==> config.mk <==
export PLATFORM = sky130hd
export DESIGN_NAME = hsr_host_strobe_read
export DESIGN_NICKNAME = d
export VERILOG_FILES = /design/src/rtl/hsr_pkg.sv /design/src/rtl/hsr_host_strobe_read.sv
export SDC_FILE = /design/constraint.sdc
export NUM_CORES = 1
export LEC_CHECK = 0
export BUFFER_PORTS_ARGS = -buffer_cell sky130_fd_sc_hd__buf_4
export CAP_MARGIN = 10
export CELL_PAD_IN_SITES_DETAIL_PLACEMENT = 1
export CELL_PAD_IN_SITES_GLOBAL_PLACEMENT = 2
export CORE_AREA = 2 2 358 360
export CTS_CLUSTER_DIAMETER = 100
export CTS_CLUSTER_SIZE = 10
export DETAILED_ROUTE_END_ITERATION = 7
export DIE_AREA = 0 0 360 362
export PLACE_DENSITY_LB_ADDON = 0.2
export SLEW_MARGIN = 30
export SYNTH_ARGS = -nofsm -noshare
export SYNTH_HDL_FRONTEND = slang
export SYNTH_SLANG_ARGS = --single-unit
==> constraint.sdc <==
create_clock -name clk -period 3.99 [get_ports clk]
set_input_delay 0.1995 -clock clk [delete_from_list [all_inputs] [get_ports clk]]
set_output_delay 0.1995 -clock clk [all_outputs]
set_load 0.01 [all_outputs]
==> src/rtl/hsr_pkg.sv <==
// constants and helpers for the host strobe and indirect read block
package hsr_pkg;
    // direct host port addresses
    localparam logic [2:0] DIR_READ_LO = 3'h0;
    localparam logic [2:0] DIR_READ_HI = 3'h1;
    localparam logic [2:0] DIR_WRITE_ADDR = 3'h2;
    localparam logic [2:0] DIR_INDIRECT_READ = 3'h3;
    localparam logic [2:0] DIR_HOLD_LO = 3'h4;
    localparam logic [2:0] DIR_HOLD_HI = 3'h5;
    // global write addresses
    localparam logic [15:0] GLOBAL_TEST_INPUT = 16'hf807;
    localparam logic [15:0] GLOBAL_TEST_STROBE = 16'hf808;
    localparam logic [15:0] GLOBAL_SYNC_STROBE = 16'hf809;
    localparam logic [15:0] GLOBAL_ORDER_BASE = 16'hf820;
    localparam logic [15:0] GLOBAL_ORDER_LAST = 16'hf83f;
    // indirect addresses, low 12 bits per channel
    localparam logic [11:0] IOFS_CARRIER = 12'h006;
    localparam logic [11:0] IOFS_TIMING = 12'h009;
    localparam logic [11:0] IOFS_WAIT = 12'h00c;
    localparam logic [11:0] IOFS_AGC = 12'h00f;
    localparam logic [15:0] LEVEL_READ_ADDR = 16'hf806;
    localparam logic [3:0] NIBBLE_ALL = 4'hf;
    localparam logic [3:0] NIBBLE_GLOBAL = 4'hf;
    // field layout
    localparam int ORDER_WIDTH = 5;
    localparam int ORDER_DEPTH = 32;
    localparam int STROBE_SELECT_BIT = 12;
    // reset values
    localparam logic [4:0] ORDER_RESET = 5'h00;
    localparam logic [15:0] WORD_RESET = 16'h0000;
    localparam logic [31:0] LONG_RESET = 32'h0000_0000;

    // readback word for one read order entry
    function automatic logic [15:0] order_word(input logic [2:0] dtype, input logic [23:0] i_d,
                                               input logic [23:0] q_d, input logic [23:0] mag,
                                               input logic [15:0] phase, input logic [15:0] gain);
        case (dtype)
            3'b000: order_word = i_d[23:8];
            3'b001: order_word = {i_d[7:0], 8'h00};
            3'b010: order_word = q_d[23:8];
            3'b011: order_word = {q_d[7:0], 8'h00};
            3'b100: order_word = mag[23:8];
            3'b101: order_word = {mag[7:0], 8'h00};
            3'b110: order_word = phase;
            default: order_word = gain;
        endcase
    endfunction

    // nibble names one channel, 0..3
    function automatic logic chan_valid(input logic [3:0] nib);
        chan_valid = (nib[3:2] == 2'b00);
    endfunction
endpackage

==> src/rtl/hsr_host_strobe_read.sv <==
// host strobe registers, read order table and indirect readback path
//
// Function
// - test strobe write pulses selected input enable
// - sync strobe write gives one-cycle pulse
// - sync path tolerates two pipeline stages
// - read order entries hold channel and type
// - types 0-3 return I and Q halves
// - types 4-7 return magnitude, phase, gain
// - indirect read address written at address 3
// - strobed sources fetched on address write
// - strobeless sources read live at 0/1
// - separate write samples all gains together
// - channel nibble 0-3 or F valid
// - offsets 6, 9, C map oscillator, wait
// - address F806 returns level detector output
// - test input register feeds sample inputs
`timescale 1ns/1ps
module hsr_host_strobe_read
    import hsr_pkg::*;
(
    // clock and reset
    input wire logic clk,
    input wire logic rst_n,
    // host port pins
    input wire logic host_cs_n,
    input wire logic host_wr_n,
    input wire logic host_rd_n,
    input wire logic [2:0] host_addr,
    input wire logic [15:0] host_data_in,
    output logic [15:0] host_data_out,
    output logic host_data_oe_n,
    // channel configuration bits and datapath sources
    input wire logic [3:0] strobe_select,
    input wire logic [3:0] enable_level,
    input wire logic [3:0][31:0] carrier_freq,
    input wire logic [3:0][31:0] timing_freq,
    input wire logic [3:0][31:0] wait_values,
    input wire logic [3:0][15:0] agc_gain,
    input wire logic [3:0][23:0] path_i,
    input wire logic [3:0][23:0] path_q,
    input wire logic [3:0][23:0] path_mag,
    input wire logic [3:0][15:0] path_phase,
    input wire logic [31:0] level_out,
    // read order lookup
    input wire logic [4:0] order_index,
    output logic [15:0] order_data,
    // strobes and pins
    output logic [15:0] test_input,
    output logic [3:0] input_enable_strobe,
    output logic sync_out_pin,
    output logic fetch_strobe,
    output logic agc_sample_strobe
);
    // synchroniser stages for host pins
    logic [21:0] pin_meta_reg, pin_sync_reg, pin_prev_reg;
    logic wr_end, s_cs_n, s_rd_n;
    logic [2:0] s_addr;
    logic [15:0] s_data;

    // two flip-flops on all host pins, then edge detect on the second
    always_ff @(posedge clk or negedge rst_n) begin
        if (!rst_n) begin
            pin_meta_reg <= '1;
            pin_sync_reg <= '1;
            pin_prev_reg <= '1;
        end else begin
            pin_meta_reg <= {host_cs_n, host_wr_n, host_rd_n, host_addr, host_data_in};
            pin_sync_reg <= pin_meta_reg;
            pin_prev_reg <= pin_sync_reg;
        end
    end

    // write completes on the rising edge of the write strobe
    assign s_cs_n = pin_sync_reg[21];
    assign s_rd_n = pin_sync_reg[19];
    assign s_addr = pin_sync_reg[18:16];
    assign s_data = pin_sync_reg[15:0];
    assign wr_end = pin_sync_reg[20] && !pin_prev_reg[20] && !s_cs_n && !pin_prev_reg[21];

    // register state
    logic [31:0] hold_reg, hold_next;
    logic [15:0] read_addr_reg, read_addr_next;
    logic [15:0] test_reg, test_next;
    logic [31:0] fetched_reg, fetched_next;
    logic [3:0][15:0] agc_hold_reg, agc_hold_next;
    logic [ORDER_WIDTH-1:0] order_reg [ORDER_DEPTH];
    logic [ORDER_WIDTH-1:0] order_next [ORDER_DEPTH];
    logic sync_next, enable_pulse_next, fetch_next, agc_next;
    logic [3:0] enable_out_next;
    logic [15:0] out_next, order_out_next;
    logic oe_n_next;
    logic enable_pulse_reg;
    logic is_write_addr, is_global;
    logic [1:0] rd_chan;
    logic [11:0] rd_ofs;
    logic [31:0] live_word;

    assign is_write_addr = wr_end && (s_addr == DIR_WRITE_ADDR);
    assign is_global = (s_data[15:12] == NIBBLE_GLOBAL);
    assign rd_chan = read_addr_reg[13:12];
    assign rd_ofs = read_addr_reg[11:0];

    // next values for host writes, strobes and capture
    always_comb begin
        hold_next = hold_reg;
        read_addr_next = read_addr_reg;
        test_next = test_reg;
        fetched_next = fetched_reg;
        agc_hold_next = agc_hold_reg;
        order_next = order_reg;
        sync_next = 1'b0;
        enable_pulse_next = 1'b0;
        fetch_next = 1'b0;
        agc_next = 1'b0;
        if (wr_end && s_addr == DIR_HOLD_LO) begin
            hold_next[15:0] = s_data;
        end
        if (wr_end && s_addr == DIR_HOLD_HI) begin
            hold_next[31:16] = s_data;
        end
        if (is_write_addr && is_global) begin
            if (s_data == GLOBAL_TEST_INPUT) begin
                test_next = hold_reg[15:0];
            end
            // data bus ignored at strobe locations
            enable_pulse_next = (s_data == GLOBAL_TEST_STROBE);
            sync_next = (s_data == GLOBAL_SYNC_STROBE);
            if (s_data >= GLOBAL_ORDER_BASE && s_data <= GLOBAL_ORDER_LAST) begin
                order_next[s_data[4:0]] = hold_reg[4:0];
            end
        end
        if (is_write_addr && !is_global && s_data[11:0] == IOFS_AGC) begin
            // one write samples every channel at once
            agc_next = 1'b1;
            agc_hold_next = agc_gain;
        end
        if (wr_end && s_addr == DIR_INDIRECT_READ) begin
            read_addr_next = s_data;
            fetched_next = LONG_RESET;
            if (s_data[15:12] == NIBBLE_ALL || chan_valid(s_data[15:12])) begin
                case (s_data[11:0])
                    IOFS_CARRIER: fetched_next = carrier_freq[s_data[13:12]];
                    IOFS_TIMING: fetched_next = timing_freq[s_data[13:12]];
                    IOFS_WAIT: fetched_next = wait_values[s_data[13:12]];
                    default: fetched_next = LONG_RESET;
                endcase
            end
            // stabilise strobe for snapshot sources
            fetch_next = (s_data[11:0] == IOFS_CARRIER || s_data[11:0] == IOFS_TIMING
                          || s_data[11:0] == IOFS_WAIT);
        end
    end

    // live read sources selected by the indirect address
    always_comb begin
        live_word = fetched_reg;
        if (read_addr_reg == LEVEL_READ_ADDR) begin
            live_word = level_out;
        end else if (!(read_addr_reg[15:12] == NIBBLE_ALL || chan_valid(read_addr_reg[15:12]))) begin
            live_word = LONG_RESET;
        end else if (rd_ofs == IOFS_AGC) begin
            live_word = {16'h0000, agc_hold_reg[rd_chan]};
        end else if (read_addr_reg[15:12] == NIBBLE_ALL && rd_ofs >= GLOBAL_ORDER_BASE[11:0]
                     && rd_ofs <= GLOBAL_ORDER_LAST[11:0]) begin
            live_word = {27'h000_0000, order_reg[rd_ofs[4:0]]};
        end
    end

    // outputs: read data, enables, read order lookup
    always_comb begin
        oe_n_next = !(!s_cs_n && !s_rd_n && (s_addr == DIR_READ_LO || s_addr == DIR_READ_HI));
        out_next = (s_addr == DIR_READ_HI) ? live_word[31:16] : live_word[15:0];
        for (int c = 0; c < 4; c++) begin
            enable_out_next[c] = strobe_select[c] ? enable_pulse_reg : enable_level[c];
        end
        order_out_next = order_word(order_reg[order_index][2:0], path_i[order_reg[order_index][4:3]],
                                    path_q[order_reg[order_index][4:3]], path_mag[order_reg[order_index][4:3]],
                                    path_phase[order_reg[order_index][4:3]],
                                    agc_hold_reg[order_reg[order_index][4:3]]);
    end

    // register everything
    always_ff @(posedge clk or negedge rst_n) begin
        if (!rst_n) begin
            hold_reg <= LONG_RESET;
            read_addr_reg <= WORD_RESET;
            test_reg <= WORD_RESET;
            fetched_reg <= LONG_RESET;
            agc_hold_reg <= '0;
            for (int k = 0; k < ORDER_DEPTH; k++) begin
                order_reg[k] <= ORDER_RESET;
            end
            sync_out_pin <= 1'b0;
            enable_pulse_reg <= 1'b0;
            fetch_strobe <= 1'b0;
            agc_sample_strobe <= 1'b0;
            input_enable_strobe <= 4'h0;
            host_data_out <= WORD_RESET;
            host_data_oe_n <= 1'b1;
            order_data <= WORD_RESET;
        end else begin
            hold_reg <= hold_next;
            read_addr_reg <= read_addr_next;
            test_reg <= test_next;
            fetched_reg <= fetched_next;
            agc_hold_reg <= agc_hold_next;
            order_reg <= order_next;
            sync_out_pin <= sync_next;
            enable_pulse_reg <= enable_pulse_next;
            fetch_strobe <= fetch_next;
            agc_sample_strobe <= agc_next;
            input_enable_strobe <= enable_out_next;
            host_data_out <= out_next;
            host_data_oe_n <= oe_n_next;
            order_data <= order_out_next;
        end
    end

    assign test_input = test_reg;

    // sync pulse is one cycle wide
    property p_sync_one_cycle;
        @(posedge clk) disable iff (!rst_n) sync_out_pin |=> !sync_out_pin;
    endproperty
    a_sync_one_cycle: assert property (p_sync_one_cycle) else $error("sync pulse too wide");

    // sync pulse follows a sync strobe write
    property p_sync_cause;
        @(posedge clk) disable iff (!rst_n)
            $rose(sync_out_pin) |-> $past(is_write_addr && s_data == GLOBAL_SYNC_STROBE);
    endproperty
    a_sync_cause: assert property (p_sync_cause) else $error("sync pulse without strobe");

    // strobe write reaches enable 0, when selected, two cycles later
    property p_enable_strobe;
        @(posedge clk) disable iff (!rst_n)
            (is_write_addr && s_data == GLOBAL_TEST_STROBE) ##1 strobe_select[0] |=> input_enable_strobe[0];
    endproperty
    a_enable_strobe: assert property (p_enable_strobe) else $error("enable strobe missing");

    // strobe writes leave held data alone
    property p_strobe_no_store;
        @(posedge clk) disable iff (!rst_n)
            (is_write_addr && (s_data == GLOBAL_TEST_STROBE || s_data == GLOBAL_SYNC_STROBE)) |=> $stable(test_reg);
    endproperty
    a_strobe_no_store: assert property (p_strobe_no_store) else $error("strobe write stored data");

    // indirect address write latches the address
    property p_read_addr_write;
        @(posedge clk) disable iff (!rst_n)
            (wr_end && s_addr == DIR_INDIRECT_READ) |=> (read_addr_reg == $past(s_data));
    endproperty
    a_read_addr_write: assert property (p_read_addr_write) else $error("indirect address not taken");

    // fetch strobe only after an indirect address write
    property p_fetch_cause;
        @(posedge clk) disable iff (!rst_n) fetch_strobe |-> $past(wr_end && s_addr == DIR_INDIRECT_READ);
    endproperty
    a_fetch_cause: assert property (p_fetch_cause) else $error("fetch strobe without write");

    // gain sample strobe follows an indirect gain write
    property p_agc_strobe;
        @(posedge clk) disable iff (!rst_n)
            (is_write_addr && !is_global && s_data[11:0] == IOFS_AGC) |=> agc_sample_strobe ##1 !agc_sample_strobe;
    endproperty
    a_agc_strobe: assert property (p_agc_strobe) else $error("gain sample strobe wrong");

    // level detector output read live
    property p_level_live;
        @(posedge clk) disable iff (!rst_n)
            (read_addr_reg == LEVEL_READ_ADDR && s_addr == DIR_READ_LO)
            |=> (host_data_out == $past(level_out[15:0]));
    endproperty
    a_level_live: assert property (p_level_live) else $error("level output not live");

    // invalid channel nibble reads zero
    property p_bad_nibble;
        @(posedge clk) disable iff (!rst_n)
            (read_addr_reg[15:14] != 2'b00 && read_addr_reg[15:12] != NIBBLE_ALL)
            |=> (host_data_out == WORD_RESET);
    endproperty
    a_bad_nibble: assert property (p_bad_nibble) else $error("invalid channel returned data");
endmodule

== Yosys cells after proc, flatten, opt, wreduce, memory -nomap -nowiden ==
Cells that the tools add are included.

* Flip-flop bits (word level): 411
* Input bits: 869
* Word-level logic and storage cells: 161
* Output and inout port bits: 56

* Order comparisons: 11
* Reductions and logical operators: 32
* Bitwise gates (word level): 3
* Mux-type cells: 43
* Eq/ne operators: 21

{| class="wikitable"
|+ Operators with widths
! cell !! count
|-
| 32-bit 2-to-1 mux || 8
|-
| 32-bit binary-select mux with 2-bit select || 3
|-
| 160-bit bitwise mux || 1
|-
| 24-bit binary-select mux with 2-bit select || 3
|-
| 16-bit one-hot mux with 7 select lines || 1
|-
| 16-bit binary-select mux with 2-bit select || 3
|-
| 32-bit one-hot mux with 3 select lines || 1
|-
| 24-bit 2-to-1 mux || 3
|-
| 16-bit == test, second input constant || 4
|-
| 16-bit 2-to-1 mux || 4
|-
| 5-bit binary-select mux with 5-bit select || 2
|-
| 12-bit by 4-bit == test with 1-bit output, second input constant || 4
|-
| 5-bit demux with 5-bit select || 1
|-
| 5-bit 2-to-1 mux || 5
|-
| 6-bit >= comparator, second input constant || 3
|-
| 5-bit NOT with 6-bit output || 3
|-
| 16-bit >= comparator, second input constant || 1
|-
| 16-bit <= comparator, second input constant || 1
|-
| 1-bit logical AND || 15
|-
| 12-bit by 3-bit == test with 1-bit output, second input constant || 1
|-
| 3-bit by 2-bit == test with 1-bit output, second input constant || 4
|-
| 3-bit == test, second input constant || 4
|-
| 12-bit >= comparator, second input constant || 1
|-
| 12-bit <= comparator, second input constant || 1
|-
| other kinds (10) || 33
|}

== Depth between registers and ports, before layout ==
* Depth after elaboration: 9
* Depth in mapped cells: 15
* Mapped depth without buffers: 9

== Worst setup path before layout ==
No wires, ideal clock.

* Kind: reg-to-reg
* From: reg pin_sync_reg[12]
* To: reg fetched_reg[31]
* Path slack: 1.221 ns
* Path buffers: 3
* Arrival time: 2.648 ns
* Period minus slack after synthesis: 2.769 ns
* Stages on the path, launching flop included: 8
* Cells stage by stage: dfstp_2 -> clkbuf_1 -> clkbuf_1 -> buf_1 -> mux4_2 -> nand2_1 -> nand2_1 -> a22o_1

* Longest elaborated chain between the ends: 4

{| class="wikitable"
|+ Ends and longest elaborated chain
! item !! RTL line !! text
|-
| start: declaration || hsr_host_strobe_read.sv:56 || <nowiki>logic [21:0] pin_meta_reg, pin_sync_reg, pin_prev_reg;</nowiki>
|-
| start signal: assignment || hsr_host_strobe_read.sv:69 || <nowiki>pin_sync_reg <= pin_meta_reg;</nowiki>
|-
| 32-bit binary-select mux with 2-bit select (on tied branches) || hsr_host_strobe_read.sv:145, hsr_host_strobe_read.sv:143, hsr_host_strobe_read.sv:144 ||
|-
| 32-bit 2-to-1 mux (on tied branches) || hsr_host_strobe_read.sv:145, hsr_host_strobe_read.sv:143, hsr_host_strobe_read.sv:144 ||
|-
| 32-bit one-hot mux with 3 select lines || hsr_host_strobe_read.sv:142 || <nowiki>case (s_data[11:0])</nowiki>
|-
| 32-bit 2-to-1 mux (*) || hsr_host_strobe_read.sv:141 || <nowiki>if (s_data[15:12] == NIBBLE_ALL || chan_valid(s_data[15:12])) begin</nowiki>
|-
| end signal: assignment || hsr_host_strobe_read.sv:206 || <nowiki>fetched_reg <= fetched_next;</nowiki>
|-
| end: declaration || hsr_host_strobe_read.sv:85 || <nowiki>logic [31:0] fetched_reg, fetched_next;</nowiki>
|}

Mark *: on every way between the ends. The rest lies on a longest branch, timed or not. The select of a mux whose other input is x is not followed.
A chain may end at the register's enable or synchronous reset.

== Final worst setup path ==
* From: reg order_reg[71] (netlist bit)
* To: reg order_data[6]

* Longest elaborated chain between the ends: 5

{| class="wikitable"
|+ Ends and longest elaborated chain
! item !! RTL line !! text
|-
| start: declaration || hsr_host_strobe_read.sv:87 || <nowiki>logic [ORDER_WIDTH-1:0] order_reg [ORDER_DEPTH];</nowiki>
|-
| start signal: assignment || hsr_host_strobe_read.sv:208 || <nowiki>order_reg <= order_next;</nowiki>
|-
| 5-bit binary-select mux with 5-bit select (*) || hsr_host_strobe_read.sv:177 || <nowiki>order_out_next = order_word(order_reg[order_index][2:0], path_i[order_reg[order_index][4:3]],</nowiki>
|-
| 5-bit 2-to-1 mux (*) (2 in a row) || - ||
|-
| 3-bit == test, or another cell as far along || hsr_pkg.sv:37 || <nowiki>case (dtype)</nowiki>
|-
| 16-bit one-hot mux with 7 select lines (*) || hsr_pkg.sv:37 ||
|-
| via order_out_next[6] || hsr_host_strobe_read.sv:91 || <nowiki>logic [15:0] out_next, order_out_next;</nowiki>
|-
| end signal: assignment || hsr_host_strobe_read.sv:216 || <nowiki>order_data <= order_out_next;</nowiki>
|-
| end: declaration || hsr_host_strobe_read.sv:47 || <nowiki>output logic [15:0] order_data,</nowiki>
|}

The timed path passes the listed nets; every way through them passes the cells marked *. The select of a mux whose other input is x is not followed.

==> impl_metrics.prom <==
# TYPE chip_impl_metric gauge
chip_impl_metric{name="post_layout_nonfiller_instances",unit=""} 4794
chip_impl_info{name="crit_type",value="register to register"} 1
chip_impl_metric{name="syn_to_final_growth",unit="%"} 48.4
chip_impl_metric{name="placed_cell_area",unit="µm²"} 33400
chip_impl_metric{name="routed_via_count",unit=""} 22470
chip_impl_info{name="root_buffer",value="clkbuf_16"} 1
chip_impl_metric{name="postCtsSetupBuffers",unit=""} 0
chip_impl_metric{name="multiInputGateArea",unit="µm²"} 13700
chip_impl_metric{name="layout_worst_path_cycle_share",unit=""} 0.917
chip_impl_metric{name="share_of_synthesized_cell_area_in_full_adder_half_adder_and_majority_cells",unit=""} 0
chip_impl_metric{name="global_route_wire_length_before_repair",unit="µm"} 193000
chip_impl_metric{name="layout-drive-gt1-share",unit=""} 0.496
chip_impl_metric{name="setup_viol_count_final",unit=""} 0
chip_impl_metric{name="clk_latency_worst_skew_pair",unit="ns"} 0.64
chip_impl_metric{name="final.min_clock_period",unit="ns"} 3.66
chip_impl_info{name="synth-main-ff-cell",value="dfrtp_1"} 1
chip_impl_metric{name="critPathMaxFanout",unit=""} 10
chip_impl_metric{name="globalRouteTotalUtil",unit=""} 0.205
chip_impl_metric{name="holdPathStages",unit=""} 4
chip_impl_metric{name="total_leakage_power",unit="µW"} 0.0163
chip_impl_metric{name="vias_per_cell",unit=""} 4.69
chip_impl_metric{name="htreeDepth",unit=""} 2
chip_impl_metric{name="ys_types",unit=""} 62
chip_impl_info{name="rsz0062_at_grt",value="no"} 1
chip_impl_metric{name="syn_avg_cell_area",unit="µm²"} 11.6
chip_impl_metric{name="wirelength",unit="µm"} 138000
chip_impl_metric{name="grt.overflow.total",unit=""} 0
chip_impl_metric{name="clock_pin_slew_on_the_worst_setup_and_hold_paths",unit="ns"} 0.06
chip_impl_metric{name="slew_headroom",unit=""} 0.372
chip_impl_metric{name="cts-resized-gates",unit=""} 0
chip_impl_metric{name="timing.clock.skew",unit="ns"} 0.0505
chip_impl_metric{name="timing.final.hold_violations",unit=""} 0
chip_impl_metric{name="ys_seq_elements",unit=""} 391
chip_impl_info{name="endpoint_of_the_most_critical_register_to_register_path",value="order_data[6]$_DFF_PN0_"} 1
chip_impl_metric{name="postSynthNetCount",unit=""} 2962
chip_impl_metric{name="detail_route.iter0.violations",unit=""} 1089
chip_impl_metric{name="ys_seq_area_frac",unit=""} 0.405
chip_impl_metric{name="post_synth_xor_area_fraction",unit=""} 0
chip_impl_metric{name="std_cell_rows",unit=""} 131
chip_impl_info{name="outcome",value="complete, no violations"} 1
chip_impl_info{name="cpMaxStageDelayCell",value="a2111oi_1"} 1
chip_impl_metric{name="grt_antenna_before_repair",unit=""} 15
chip_impl_metric{name="die-area",unit="µm²"} 130000
chip_impl_metric{name="port_buffers",unit=""} 924
chip_impl_metric{name="final_util",unit=""} 0.284
chip_impl_metric{name="first_global_vias",unit=""} 25155
chip_impl_metric{name="post_synth_mux_area_share",unit=""} 0.378
chip_impl_info{name="timing.hold.worst.start",value="path_phase[12]"} 1
chip_impl_metric{name="arrival_time_reported_for_the_critical_path_endpoint",unit="ns"} 4.14
chip_impl_metric{name="cts_buffer_depth",unit=""} 3
chip_impl_metric{name="place_congestion",unit=""} 0.915
chip_impl_metric{name="setup_slack_on_the_worst_flop_to_flop_path",unit="ns"} 0.33
chip_impl_info{name="end_kind",value="register"} 1
chip_impl_metric{name="achievable-frequency",unit="MHz"} 273
chip_impl_metric{name="sequential_area",unit="µm²"} 9850
chip_impl_metric{name="totalNegativeSetupSlack",unit="ns"} 0
chip_impl_metric{name="finalMaxSlewViolations",unit=""} 0
chip_impl_metric{name="netlist_instances",unit=""} 2093
chip_impl_metric{name="timing.critical_path.slowest_cell_delay",unit="ns"} 0.87
chip_impl_metric{name="fill_cells",unit=""} 14244
chip_impl_info{name="holdPathEnd",value="order_data[12]$_DFF_PN0_"} 1
chip_impl_metric{name="worst-slew-pin-transition",unit="ns"} 0.940
chip_impl_metric{name="cellPowerDensity",unit="nW/µm²"} 307
chip_impl_metric{name="edff_count_synth",unit=""} 0
chip_impl_metric{name="ys.warnings.count",unit=""} 0
chip_impl_info{name="synth_top_family_by_area",value="multiplexers"} 1
chip_impl_metric{name="post-layout-total-power",unit="µW"} 11100
chip_impl_metric{name="drt_pre_antenna_iters",unit=""} 5
chip_impl_info{name="crit_chain",value="mux2i_1 -> a22o_1 -> a2111oi_1 -> buf_4 -> a211o_1 -> buf_4 -> mux2_2 -> a2111oi_1 -> a21oi_1"} 1
chip_impl_metric{name="post-place-cells",unit=""} 4598
chip_impl_metric{name="drc_errors",unit=""} 0
chip_impl_info{name="hold_class",value="input port to register"} 1
chip_impl_metric{name="cts-hold-fix-buffers",unit=""} 126
chip_impl_metric{name="io_pins",unit=""} 925
chip_impl_metric{name="die_w",unit="µm"} 360
chip_impl_metric{name="cap_violations",unit=""} 0
chip_impl_metric{name="numClockSinks",unit=""} 391
chip_impl_metric{name="postSynth.asyncResetShare",unit=""} 1.00
chip_impl_info{name="worst_setup_path_start_kind",value="register"} 1
chip_impl_metric{name="dp.final_hpwl",unit="µm"} 112000
chip_impl_metric{name="detail_route.wl_per_cell",unit="µm"} 28.7
chip_impl_metric{name="initial_utilization",unit=""} 0.192
chip_impl_metric{name="core_region_area",unit="µm²"} 127000
chip_impl_metric{name="final_cell_area",unit="µm²"} 36000
chip_impl_metric{name="cts_buf_count",unit=""} 46
chip_impl_metric{name="synth-compound-area-share",unit=""} 0.0837
chip_impl_metric{name="floorplan.die.height",unit="µm"} 362
chip_impl_metric{name="worstRegToRegCells",unit=""} 9
chip_impl_metric{name="simple_gate_area_share_of_the_yosys_netlist",unit=""} 0.0994
chip_impl_metric{name="maximum_number_of_pins_on_one_net_before_global_route_repair",unit=""} 110
chip_impl_info{name="worst_r2r_startpoint",value="order_reg[71]$_DFFE_PN0P_"} 1
chip_impl_metric{name="number_of_flip_flops_in_the_largest_register",unit=""} 160
chip_impl_info{name="cts_tree",value="built"} 1
chip_impl_metric{name="vdd_drop_max",unit="µV"} 300
chip_impl_metric{name="cp_data_required_time",unit="ns"} 4.47
chip_impl_metric{name="fin_nets",unit=""} 3979
chip_impl_metric{name="cell_area_after_synthesis",unit="µm²"} 24300
chip_impl_metric{name="ant_nets",unit=""} 0
## final cells by class
class	instances	share of cell area
diodes	2	0.000139
clock buffers	61	0.0335
clock inverters	7	0.00358
inverters	3	0.000312
multi-input cells	1525	0.380
flip-flops and latches	391	0.273
well taps	1662	0.0577
repair buffers	1143	0.251
## cells in the mapped netlist, types with 3 or more instances
| cell type | number | area, µm² |
|---|---|---|
| a41oi_1 | 7 | 61.3 |
| nand4_1 | 10 | 62.6 |
| and3_1 | 12 | 75.1 |
| o22ai_1 | 27 | 169 |
| nor4_1 | 7 | 43.8 |
| a31oi_1 | 7 | 43.8 |
| a2111oi_0 | 12 | 105 |
| dfstp_2 | 47 | 1230 |
| buf_6 | 6 | 67.6 |
| dfrtp_1 | 344 | 8610 |
| nand3_1 | 20 | 100 |
| a211oi_1 | 20 | 150 |
| a21oi_1 | 46 | 230 |
| nor4bb_1 | 3 | 30.0 |
| a22o_1 | 41 | 359 |
| o21ai_0 | 35 | 175 |
| a32o_1 | 3 | 30.0 |
| buf_1 | 20 | 75.1 |
| nand2_1 | 375 | 1410 |
| and2_1 | 8 | 50.1 |
| inv_1 | 3 | 11.3 |
| nand3b_1 | 3 | 22.5 |
| mux4_2 | 162 | 3650 |
| nor3_1 | 11 | 55.1 |
| nor2b_1 | 7 | 43.8 |
| nand2b_1 | 5 | 31.3 |
| buf_2 | 31 | 155 |
| mux2_2 | 251 | 2830 |
| a22oi_1 | 60 | 450 |
| or4_1 | 6 | 45.0 |
| nor4b_1 | 3 | 26.3 |
| nor2_1 | 64 | 240 |
| buf_4 | 15 | 113 |
| a221oi_1 | 5 | 43.8 |
| and4_1 | 3 | 26.3 |
| mux2i_1 | 270 | 2700 |
| clkbuf_1 | 102 | 383 |
| o32ai_1 | 12 | 105 |
## cells by family after synthesis
kind of cell | Yosys count
flip-flops | 391
buffers and inverters | 177
AND/OR/NAND/NOR | 554
AO/OA/AOI/OAI | 287
multiplexers | 684
## cell usage in the layout (no fill, tap or decap), types with 3 or more instances in the layout
cell type and instances:
buf_4 1004, nand2_1 375, dfrtp_1 343, mux2i_1 270, mux2_2 251, mux4_2 162
dlygate4sd3_1 126, nor2_1 62, a22oi_1 60, a21oi_1 46, clkbuf_16 46, dfstp_2 45
a22o_1 41, o21ai_0 35, o22ai_1 27, a211oi_1 19, nand3_1 17, clkbuf_1 15
o32ai_1 12, buf_12 12, nor3_1 11, and3_1 11, nand4_1 10, a2111oi_0 8
nor2b_1 7, a31oi_1 7, and2_1 7, a41oi_1 7, or4_1 6, nor4_1 6
nand2b_1 5, a221oi_1 5, a2111oi_1 3, nand3_2 3, nand3b_1 3, a32o_1 3
nor4b_1 3, nor4bb_1 3
## worst max-delay path by stage
| stage | startpoint | endpoint | slack (ns) | cells after the start |
|---|---|---|---|---|
| after CTS | order_reg[71]$_DFFE_PN0P_ | order_data[6]$_DFF_PN0_ | 0.23 | 9 |
| after global routing | order_reg[71]$_DFFE_PN0P_ | order_data[6]$_DFF_PN0_ | 0.12 | 9 |
| after global placement | order_index[2] | order_data[6]$_DFF_PN0_ | -0.07 | 9 |
| after detailed placement | order_index[2] | order_data[6]$_DFF_PN0_ | 0.005 | 11 |
| final | order_reg[71]$_DFFE_PN0P_ | order_data[6]$_DFF_PN0_ | 0.33 | 9 |
| after floorplan | pin_sync_reg[12]$_DFF_PN1_ | fetched_reg[31]$_DFFE_PN0P_ | 1.22 | 7 |
## where the power goes
part	switching, µW	internal (µW)	leakage (µW)	total [µW]
clock	1820	2240	0.000644	4060
sequential	129	4110	0.00491	4240
combinational	1380	1410	0.0107	2780
## metrics by stage
step / setup slack (ns) / hold slack (ns)
floorplan: 1.22 / -0.0961
global placement: -0.0665 / 0.280
detailed placement: 0.00528 / 0.297
CTS: 0.227 / 0.000596
global route: 0.115 / 0.0506
finish: 0.330 / 0.0494
## worst max-delay path: cells and delay by family, from the launching register on
kind / cells / cell delay, ns
AOI/OAI and AO/OA: 5 / 2.16
muxes: 2 / 0.46
buffers and inverters: 2 / 0.53
DFF: 1 / 0.36
## metal layers
| metal | wire [µm] | vias to the layer above | track usage |
|---|---|---|---|
| li1 | - | 9915 | - |
| met1 | 55900 | 11623 | 0.247 |
| met2 | 71100 | 774 | 0.372 |
| met3 | 6830 | 140 | 0.0387 |
| met4 | 3710 | 18 | 0.0546 |
| met5 | 116 | - | 0 |
No activity file was read; power rests on OpenSTA's default activity.
